`src/logic/sar_adc_regs.svh`:
```
// Constants for the converter control: widths, field positions and timing.
`ifndef SAR_ADC_REGS_SVH
`define SAR_ADC_REGS_SVH
`define RES_W 12
`define RES_MSB 4'hb
`define RES_MSB_MASK 12'h800
`define CLK_NS 40
`define WAKE_NS 350
`define STEP_NS 120
`define WAKE_CYC (`WAKE_NS / `CLK_NS)
`define STEP_CYC (`STEP_NS / `CLK_NS)
`define CONV_CYC (`STEP_CYC * `RES_W)
`define PIN_N 6
`define PIN_PD 0
`define PIN_CS 1
`define PIN_CONV 2
`define PIN_RD 3
`define PIN_CMP 4
`define PIN_BIP 5
`endif

```
`src/logic/sar_adc_pkg.sv`:
```
// Types shared by the converter control.
`include "sar_adc_regs.svh"
package sar_adc_pkg;
    typedef logic [`RES_W-1:0] sar_t;
    typedef enum logic [1:0] {
        ST_IDLE = 2'h0,
        ST_CONV = 2'h1,
        ST_STORE = 2'h3,
        ST_SLEEP = 2'h2
    } state_e;
endpackage : sar_adc_pkg

```
`src/logic/sar_adc_conversion_control.sv`:
```
// Control logic of a 12-bit successive-approximation converter.
// Summary of operation
// - Power-down low holds the converter in shutdown.
// - Falling start edge begins a conversion.
// - Start ignored unless chip select low.
// - Data driven only with read and select low.
// - Busy low during whole conversion.
// - Twelve-bit result, top line is MSB.
// - Approximation register cleared at conversion start.
// - Start edges during conversion are ignored.
// - Bits resolved one by one, MSB first.
// - Finished register copied to output latch.
// - No conversion starts while shut down.
// - Active again within wake time after release.
// - Straight binary unipolar, two's complement bipolar.
`timescale 1ns/1ps
`include "sar_adc_regs.svh"
module sar_adc_conversion_control (
    input wire logic clk_sys_in,
    input wire logic srst_in,
    input wire logic ce_in,
    input wire logic power_down_n_in,
    input wire logic chip_select_n_in,
    input wire logic convert_start_n_in,
    input wire logic read_n_in,
    input wire logic comparator_in,
    input wire logic bipolar_in,
    output sar_adc_pkg::sar_t dac_code_out,
    output logic busy_n_out,
    output logic powered_out,
    output sar_adc_pkg::sar_t result_bits_out,
    output logic result_bits_oe_out,
    output logic result_valid_out
);
    import sar_adc_pkg::*;

    localparam int NPIN = `PIN_N;

    logic [NPIN-1:0] pins;
    logic [NPIN-1:0] sync1_reg;
    logic [NPIN-1:0] sync2_reg;
    logic conv_prev_reg;
    logic rd_act_reg;
    state_e state_reg;
    sar_t sar_reg;
    logic [3:0] bit_idx_reg;
    logic [1:0] step_reg;
    logic [3:0] wake_reg;
    sar_t buf_reg [2];
    logic wr_ptr_reg;
    logic rd_ptr_reg;
    logic [1:0] count_reg;
    logic start_fall;
    logic start_take;
    logic step_end;
    logic rd_act;
    logic push;
    logic pop;
    logic buf_ready;
    sar_t store_word;

    // Returns a one-hot mask for the given bit position.
    function automatic sar_t bit_mask(input logic [3:0] idx);
        bit_mask = sar_t'(1) << idx;
    endfunction : bit_mask

    assign pins = {bipolar_in, comparator_in, read_n_in, convert_start_n_in,
                   chip_select_n_in, power_down_n_in};

    // Every pin passes two flip-flops before any logic reads it.
    generate
        for (genvar i = 0; i < NPIN; i++) begin : g_sync
            always_ff @(posedge clk_sys_in) begin
                if (srst_in) begin
                    sync1_reg[i] <= 1'b1;
                    sync2_reg[i] <= 1'b1;
                end else if (ce_in) begin
                    sync1_reg[i] <= pins[i];
                    sync2_reg[i] <= sync1_reg[i];
                end
            end
        end
    endgenerate

    // Edge and strobe decoding on the synchronised pins.
    assign start_fall = conv_prev_reg && !sync2_reg[`PIN_CONV]
                        && !sync2_reg[`PIN_CS];
    assign rd_act = !sync2_reg[`PIN_CS] && !sync2_reg[`PIN_RD];
    // A start counts only when the sequencer itself moves to convert.
    assign start_take = (state_reg == ST_IDLE) && start_fall && sync2_reg[`PIN_PD]
                        && (wake_reg == 4'(`WAKE_CYC));
    assign step_end = (step_reg == 2'(`STEP_CYC - 1));

    // Previous start level and read activity for edge detection.
    always_ff @(posedge clk_sys_in) begin
        if (srst_in) begin
            conv_prev_reg <= 1'b1;
            rd_act_reg <= 1'b0;
        end else if (ce_in) begin
            conv_prev_reg <= sync2_reg[`PIN_CONV];
            rd_act_reg <= rd_act;
        end
    end

    // Main sequencer: shutdown, idle, bit decisions, result store.
    always_ff @(posedge clk_sys_in) begin
        if (srst_in) begin
            state_reg <= ST_IDLE;
            wake_reg <= 4'h0;
        end else if (ce_in) begin
            case (state_reg)
                ST_IDLE: begin
                    if (!sync2_reg[`PIN_PD]) begin
                        state_reg <= ST_SLEEP;
                    end else if (start_fall && wake_reg == 4'(`WAKE_CYC)) begin
                        state_reg <= ST_CONV;
                    end else if (wake_reg != 4'(`WAKE_CYC)) begin
                        wake_reg <= wake_reg + 4'h1;
                    end
                end
                ST_CONV: begin
                    // Start edges are not decoded here, so only power-down can cut a conversion short.
                    if (!sync2_reg[`PIN_PD]) begin
                        state_reg <= ST_SLEEP;
                    end else if (step_end && bit_idx_reg == 4'h0) begin
                        state_reg <= ST_STORE;
                    end
                end
                ST_STORE: begin
                    if (!sync2_reg[`PIN_PD]) begin
                        state_reg <= ST_SLEEP;
                    end else if (buf_ready) begin
                        state_reg <= ST_IDLE;
                    end
                end
                ST_SLEEP: begin
                    wake_reg <= 4'h0;
                    if (sync2_reg[`PIN_PD]) begin
                        state_reg <= ST_IDLE;
                    end
                end
                default: begin
                    state_reg <= ST_IDLE;
                end
            endcase
        end
    end

    // Approximation register, bit pointer and self-timed step counter.
    always_ff @(posedge clk_sys_in) begin
        if (srst_in) begin
            sar_reg <= '0;
            bit_idx_reg <= `RES_MSB;
            step_reg <= 2'h0;
        end else if (ce_in) begin
            if (start_take) begin
                sar_reg <= `RES_MSB_MASK;
                bit_idx_reg <= `RES_MSB;
                step_reg <= 2'h0;
            end else if (state_reg == ST_CONV) begin
                step_reg <= step_end ? 2'h0 : step_reg + 2'h1;
                if (step_end) begin
                    // Keep or drop the trial bit, then try the next one down.
                    sar_reg[bit_idx_reg] <= sync2_reg[`PIN_CMP];
                    if (bit_idx_reg != 4'h0) begin
                        sar_reg <= (sar_reg & ~bit_mask(bit_idx_reg))
                                   | (sync2_reg[`PIN_CMP] ? bit_mask(bit_idx_reg) : '0)
                                   | bit_mask(bit_idx_reg - 4'h1);
                        bit_idx_reg <= bit_idx_reg - 4'h1;
                    end
                end
            end
        end
    end

    // Result coding: MSB inverted turns offset binary into two's complement.
    assign store_word = sar_reg ^ (sync2_reg[`PIN_BIP] ? `RES_MSB_MASK : '0);

    // Two-entry result buffer; a full buffer holds the converter in store.
    assign buf_ready = (count_reg != 2'h2);
    assign push = (state_reg == ST_STORE) && buf_ready && sync2_reg[`PIN_PD];
    assign pop = rd_act_reg && !rd_act && (count_reg != 2'h0);

    always_ff @(posedge clk_sys_in) begin
        if (srst_in) begin
            wr_ptr_reg <= 1'b0;
            rd_ptr_reg <= 1'b0;
            count_reg <= 2'h0;
        end else if (ce_in) begin
            if (push) begin
                buf_reg[wr_ptr_reg] <= store_word;
                wr_ptr_reg <= !wr_ptr_reg;
            end
            if (pop) begin
                rd_ptr_reg <= !rd_ptr_reg;
            end
            count_reg <= count_reg + 2'(push) - 2'(pop);
        end
    end

    // Output latch follows the buffer head while no read is in progress.
    always_ff @(posedge clk_sys_in) begin
        if (srst_in) begin
            result_bits_out <= '0;
        end else if (ce_in && !rd_act && count_reg != 2'h0) begin
            result_bits_out <= buf_reg[rd_ptr_reg];
        end
    end

    // Pin-side status and drive enables.
    assign dac_code_out = sar_reg;
    assign busy_n_out = !(state_reg == ST_CONV || state_reg == ST_STORE);
    assign powered_out = (state_reg != ST_SLEEP);
    assign result_bits_oe_out = rd_act;
    assign result_valid_out = (count_reg != 2'h0);

    // Checks on the sequencer and pins.
    logic [5:0] conv_cnt_reg;
    always_ff @(posedge clk_sys_in) begin
        if (srst_in || state_reg != ST_CONV) begin
            conv_cnt_reg <= 6'h0;
        end else if (ce_in) begin
            conv_cnt_reg <= conv_cnt_reg + 6'h1;
        end
    end
endmodule : sar_adc_conversion_control

```
`config.mk`:
```
export PLATFORM = sky130hd
export DESIGN_NAME = sar_adc_conversion_control
export DESIGN_NICKNAME = d
export VERILOG_FILES = /design/src/logic/sar_adc_pkg.sv /design/src/logic/sar_adc_conversion_control.sv
export VERILOG_INCLUDE_DIRS = /design/src /design/src/logic
export SDC_FILE = /design/constraint.sdc
export NUM_CORES = 1
export LEC_CHECK = 0
export CAP_MARGIN = 20
export CORE_ASPECT_RATIO = 0.6
export CORE_MARGIN = 1.5
export CORE_UTILIZATION = 53
export CTS_CLUSTER_DIAMETER = 150
export DETAILED_ROUTE_END_ITERATION = 10
export DONT_BUFFER_PORTS = 1
export PLACE_DENSITY = 0.72
export RECOVER_POWER = 25
export SYNTH_ARGS = -nofsm -noshare
export SYNTH_HDL_FRONTEND = slang
export SYNTH_SLANG_ARGS = --single-unit
```
`constraint.sdc`:
```
create_clock -name clk_sys_in -period 2.3 [get_ports clk_sys_in]
set_input_delay 0.115 -clock clk_sys_in [delete_from_list [all_inputs] [get_ports clk_sys_in]]
set_output_delay 0.115 -clock clk_sys_in [all_outputs]
set_load 0.01 [all_outputs]
```
## Word-level counts from Yosys, hierarchy flattened

Memories as Yosys holds them, arrays and structs flattened. A register that Yosys moved wholly into a read port is not among the register bits.
Cells that the tools add are included.

| storage, ports and cells | value |
|---|---|
| flip-flop bits (word level) | 42 |
| output and inout port bits | 28 |
| bits in latches | 0 |
| memories | 1 |
| logic and storage cells | 122 |
| bits in writable memories | 24 |
| bits of input ports | 9 |
| memory bits (read-only) | 0 |

Memories:

| memory | depth | width | read ports | clocked after memory_dff | wr ports | line | RTL |
|---|---|---|---|---|---|---|---|
| buf_reg | 2 | 12 | 1 | 1 | 1 | sar_adc_conversion_control.sv:49 | `sar_t buf_reg [2];` |

| cells by class | value |
|---|---|
| div/mod/pow operators | 0 |
| reductions and logical operators | 38 |
| shifts and indexed selects | 2 |
| $add $sub $neg | 5 |
| equality and inequality tests | 15 |
| magnitude comparators | 2 |
| multipliers | 0 |
| bitwise logic cells | 5 |
| mux-type cells | 32 |

Operator list:

| kind | count |
|---|---|
| two-way mux 12 bit | 6 |
| two-way mux 4 bit | 7 |
| bitwise OR 12 bit | 2 |
| left shift 1 x 4 -> 12 bit, first input constant | 2 |
| two-way mux 2 bit | 10 |
| logical AND 1 bit | 15 |
| bitwise AND 12 bit | 1 |
| bitwise mux 12 bit | 1 |
| inverter 12 bit | 1 |
| bitwise XOR 12 bit | 1 |
| != test 2 bit, second input constant | 5 |
| AND reduction 5 bit | 2 |
| nonzero test 2 bit | 5 |
| case mux 2 bit (4 select lines) | 1 |
| case mux 4 bit (2 select lines) | 1 |
| logical NOT 1 bit | 7 |
| == test 2 bit, second input constant | 3 |
| != test 3 bit, second input constant | 2 |
| AND reduction 2 bit | 3 |
| less-than comparator 4 x 5 -> 1 bit, second input constant | 1 |
| two-way mux 1 bit | 5 |
| adder 4 x 1 -> 4 bit, second input constant | 1 |
| demux 1 bit (select 4 bit) | 1 |
| == test 4 bit, second input constant | 1 |
| 15 further kinds | 15 |

## Depth between registers and ports, before layout

| logic depth | value |
|---|---|
| word-level depth | 9 |
| mapped depth | 9 |
| depth with buffers taken out | 9 |

## Worst setup path after synthesis

No wires, ideal clock.

| timing | value |
|---|---|
| path kind | reg-to-reg |
| start point | reg count_reg[1] |
| end point | mem buf_reg[1][0] (netlist name) (enable) |
| data arrival time | 1901 ps |
| path buffers | 0 |
| stages on the path, launching flop included | 5 |
| clock period less this slack | 2301 ps |
| data required time | 1901 ps |
| slack | -1 ps |
| setup time | 399 ps |
| cell sequence | dfxtp_1 > nor2b_1 > nand4b_1 > or2_2 > nor3b_1 |

| between the ends | value |
|---|---|
| cells in the longest elaborated chain, start to end | 7 |

Ends and longest elaborated chain:

| item | line | RTL |
|---|---|---|
| start, declared | sar_adc_conversion_control.sv:52 | `logic [1:0] count_reg;` |
| start signal, assigned | sar_adc_conversion_control.sv:197 | `count_reg <= count_reg + 2'(push) - 2'(pop);` |
| != test 2 bit | sar_adc_conversion_control.sv:180 | `assign buf_ready = (count_reg != 2'h2);` |
| logical AND 1 bit (2 in a row) | sar_adc_conversion_control.sv:181 | `` assign push = (state_reg == ST_STORE) && buf_ready && sync2_reg[`PIN_PD]; `` |
| two-way mux 1 bit | sar_adc_conversion_control.sv:190 | `if (push) begin` |
| two-way mux 1 bit | sar_adc_conversion_control.sv:189 | `end else if (ce_in) begin` |
| two-way mux 1 bit | sar_adc_conversion_control.sv:185 | `if (srst_in) begin` |
| two-way mux 1 bit (not written as such) | sar_adc_conversion_control.sv:191 | `buf_reg[wr_ptr_reg] <= store_word;` |
| end, declared | sar_adc_conversion_control.sv:49 |  |

Every way passes these cells.

## Worst setup path after layout

| timing | value |
|---|---|
| start point | reg bit_idx_reg[1] |
| end point | reg sar_reg[5], in the netlist dac_code_out[5] |

| between the ends | value |
|---|---|
| cells in the longest elaborated chain, start to end | 9 |
| elaborated cells on any way between the ends | 19 |
| classes of those cells | add/sub (1); order compare (2); shift (2); mux (8); bitwise (4); reduce/logical (2) |

Ends and longest elaborated chain:

| item | line | RTL |
|---|---|---|
| start, declared | sar_adc_conversion_control.sv:46 | `logic [3:0] bit_idx_reg;` |
| start signal, assigned | sar_adc_conversion_control.sv:153 | `` bit_idx_reg <= `RES_MSB; `` |
| start signal, assigned | sar_adc_conversion_control.sv:158 | `` bit_idx_reg <= `RES_MSB; `` |
| start signal, assigned | sar_adc_conversion_control.sv:169 | `bit_idx_reg <= bit_idx_reg - 4'h1;` |
| less-than comparator 4 x 5 -> 1 bit (tied with other cells) | sar_adc_conversion_control.sv:164 | `` sar_reg[bit_idx_reg] <= sync2_reg[`PIN_CMP]; `` |
| logical AND 1 bit or inverter 12 bit (tied branches) | sar_adc_conversion_control.sv:164, sar_adc_conversion_control.sv:166 |  |
| two-way mux 1 bit or bitwise AND 12 bit (tied branches) | sar_adc_conversion_control.sv:164, sar_adc_conversion_control.sv:166 |  |
| demux 1 bit (select 4 bit) or bitwise OR 12 bit (tied branches) | sar_adc_conversion_control.sv:164, sar_adc_conversion_control.sv:166 |  |
| bitwise mux 12 bit or bitwise OR 12 bit (tied branches) | sar_adc_conversion_control.sv:164, sar_adc_conversion_control.sv:166 |  |
| two-way mux 12 bit (*) | sar_adc_conversion_control.sv:165 | `if (bit_idx_reg != 4'h0) begin` |
| two-way mux 12 bit (*) | sar_adc_conversion_control.sv:162 | `if (step_end) begin` |
| two-way mux 12 bit (*) | sar_adc_conversion_control.sv:160 | `end else if (state_reg == ST_CONV) begin` |
| two-way mux 12 bit (*) | sar_adc_conversion_control.sv:156 | `if (start_take) begin` |
| end signal, assigned | sar_adc_conversion_control.sv:157 | `` sar_reg <= `RES_MSB_MASK; `` |
| end signal, assigned by index | sar_adc_conversion_control.sv:164 |  |
| end signal, assigned | sar_adc_conversion_control.sv:166 | `sar_reg <= (sar_reg & ~bit_mask(bit_idx_reg))` |
| end, declared | sar_adc_conversion_control.sv:45 | `sar_t sar_reg;` |

Mark *: on every way between the ends. The rest lies on a longest branch, timed or not. The select of a mux whose other input is x is not followed.
A chain may end at the register's enable or synchronous reset.

==> impl_results.md <==
- Pwr Density: around 770 nW/um2
- Gate count after technology mapping: 373
- Largest net degree at the start of global routing: 31
- Hpwl dp: 5.14 mm
- Fmax: ~470 MHz
- Max reg flops: 24
- Ys async rst share: 0%
- Worst vdd ir: between 0.0005 and 0.0006 V
- Die width: between 100 and 150 um
- Reg2reg setup slack: approximately 180 ps
- Worst slew margin: 26.9%
- Fin crit period: 2120 ps
- HP Class: input pin to register
- Vias post-DR: 2,639
- I/O Pins: 37
- Mapped Area: 3690 um2
- CTS Buf Count: 9
- Syn nets: between 300 and 400
- Cell taking the most area after synthesis: dfxtp_1
- CP startpoint kind: register
- Final nets: ~380
- Post-synth EDFFs: 24
- Status: finished, final reports clean
- Total GRT Usage: between 20% and 30%
- Avg Cell Area, Syn: 9.90 um2
- Lkg Pwr: 0.00149 uW
- Antenna cells: 0
- PortBufs: 0
- Tcrit/Tclk final: around 90%
- Die Height: around 68 um
- Row count: 23
- Commonest cells after routing, fill and taps aside: dfxtp_1, nand2_1, nor2_1, mux2i_1, edfxtp_1
- Post-layout util: 60.9%
- RSZ-0062 raised after global routing: false
- DRC errors left: 0
- Routed wire per std cell: approximately 17 um
- Synth-to-layout area growth: 10.5%
- Unique masters post-synth: 58
- Worst reg2reg path depth: 6
- CTS Sinks: 78
- First-pass GRT wire length: between 10 and 15 mm
- Total Wirelength: around 7.7 mm
- DRT Pass-1 Iters: 4
- Clock Tree Buf Depth: 2
- Worst setup path start: bit_idx_reg[1]$_SDFFE_PP1P_
- Worst EP required: between 2000 and 3000 ps
- Initial antenna violation count: 0
- Fillers: 553
- Setup TNS: 0 ps
- Full die area: between 7000 and 8000 um2
- Top_reg_cell synth: dfxtp_1
- DRT iter0 DRCs: approximately 210
- Critical R2R Launch: bit_idx_reg[1]$_SDFFE_PP1P_
- Sequential element share of the synthesized area: 48.8%
- Grt ovf: 0
- Final hold viol count: 0
- MaxCap Viol Count: 0
- TritonCTS clock tree: built
- # setup viols final: 0
- ANT nets after route: 0
- Top cell type's share of synthesized area: 29.3%
- Clock Latency Late Sink: between 300 and 400 ps
- Crit path to: dac_code_out[5]$_SDFFE_PP0P_
- Routed vias/inst: 5.80
- Crit Path Category: register to register
- Yosys reg bits: 78
- Share of cells above drive strength 1: between 10 and 15%
- Commonest non-fill, non-tap cell in the layout: dfxtp_1
- Final Max Slew Viols: 0
- Layout Skew: around 7.9 ps
- Vias in the first global route: 2,355
- Core footprint: 6710 um2
- Clock slew at reported path FFs: approximately 60 ps
- Kind of end point of the critical path: register
- H-tree Lvls: 3
- Worst-Margin Slew: about 1100 ps
- Routability Congestion: 0.884
- Top cells by area, synth: dfxtp_1, edfxtp_1, mux2i_1
- Yosys warns: 0
- Critical Path Fanout Max: 9
- Root Driver: clkbuf_16
- Crit path DAT: between 2000 and 2500 ps
- RR Endpoint: dac_code_out[5]$_SDFFE_PP0P_
- Initial Util: 55.1%
-- cell type report --
| type | count | area, um2 | share of cell area [%] |
|---|---|---|---|
| Clock inverter | 5 | 106 | 2.61 |
| Inverter | 13 | 48.8 | 1.20 |
| Tap cell | 87 | 109 | 2.67 |
| Timing Repair Buffer | 13 | 125 | 3.07 |
| Clock buffer | 11 | 233 | 5.70 |
| Sequential cell | 78 | 1800 | 44.2 |
| Multi-Input combinational cell | 248 | 1660 | 40.6 |
-- synth_stat cells, types with 3 or more instances --
cell,number
o21ai_1,4
ha_1,9
clkbuf_1,13
buf_1,3
a22oi_1,4
edfxtp_1,24
a31oi_1,3
dfxtp_1,54
and3_1,3
nand3_1,8
or2_2,6
nor2b_1,7
nand3b_1,3
nand2_1,43
a221o_2,3
o21ai_0,15
nor2_1,35
nor3_1,5
a21oi_1,6
inv_1,13
mux2i_1,26
mux2_2,5
xor2_1,5
buf_2,5
buf_4,11
a211oi_1,15
a32oi_1,3
-- critical path, stage by stage (launching register included) --
cell and delay, ps:
dfxtp_1 360, inv_1 120, ha_1 320, or3b_1 500
nand3_1 300, nor2_1 100, a221o_2 300
-- repair_timing --
action                                  CTS  global route
buffers inserted                          0             0
endpoints found under the hold margin    41             0
gates resized for setup                   0             1
hold buffers                              8             0
endpoints found under the setup margin    0             4
-- worst min-delay path by stage --
stage | start | endpoint | slack, ps | cells after the start
after CTS | ce_in | wake_reg[0]$_SDFFE_PP0P_ | 20 | 3
final | ce_in | wake_reg[0]$_SDFFE_PP0P_ | 30 | 3
after floorplan | chip_select_n_in | sync1_reg[1]$_SDFFE_PP1P_ | 240 | 2
after global placement | srst_in | wake_reg[0]$_SDFFE_PP0P_ | 190 | 1
after global routing | ce_in | wake_reg[0]$_SDFFE_PP0P_ | 50 | 3
after detailed placement | srst_in | wake_reg[0]$_SDFFE_PP0P_ | 190 | 1
-- per-layer routing --
layer	routed length (um)	share of wire, %	up-vias	track usage (%)
met3	593	7.7	11	6.55
met4	101	1.3	0	8.17
met2	3100	40	85	30.6
met1	3900	51	1232	30.8
li1	-	-	1311	-
met5	0	0	-	0
-- where the power goes --
part | leakage (uW) | switching, uW | total [uW] | internal [uW]
logic | 0.000635 | 49.8 | 87.4 | 37.6
registers | 0.000697 | 14.6 | 1440 | 1420
clock network | 0.000160 | 540 | 1600 | 1060
-- metrics by stage --
step	power, uW	instances	hold slack [ps]	area (um2)	setup WS (ps)
global placement	1520	430	192	3650	286
finish	3130	455	28.2	4080	184
CTS	3150	454	20.1	4070	172
global route	3210	455	48.2	4080	10.9
detailed placement	1520	430	193	3650	214
floorplan	1530	373	243	3700	86.9
-- cells by family (layout without fill, tap and decap cells) --
group                      after synthesis  after routing  synth area share, %
and+or+nand+nor                        129            129                 17.7
DFF                                     78             78                 48.8
AOI/OAI and AO/OA                       72             72                 13.8
buffers and inverters                   47             42                 6.47
muxes                                   31             31                 8.57
adders and majority gates                9              9                 3.05
xor gates and xnor gates                 7              7                 1.66
(Power assumes the default switching activity.)
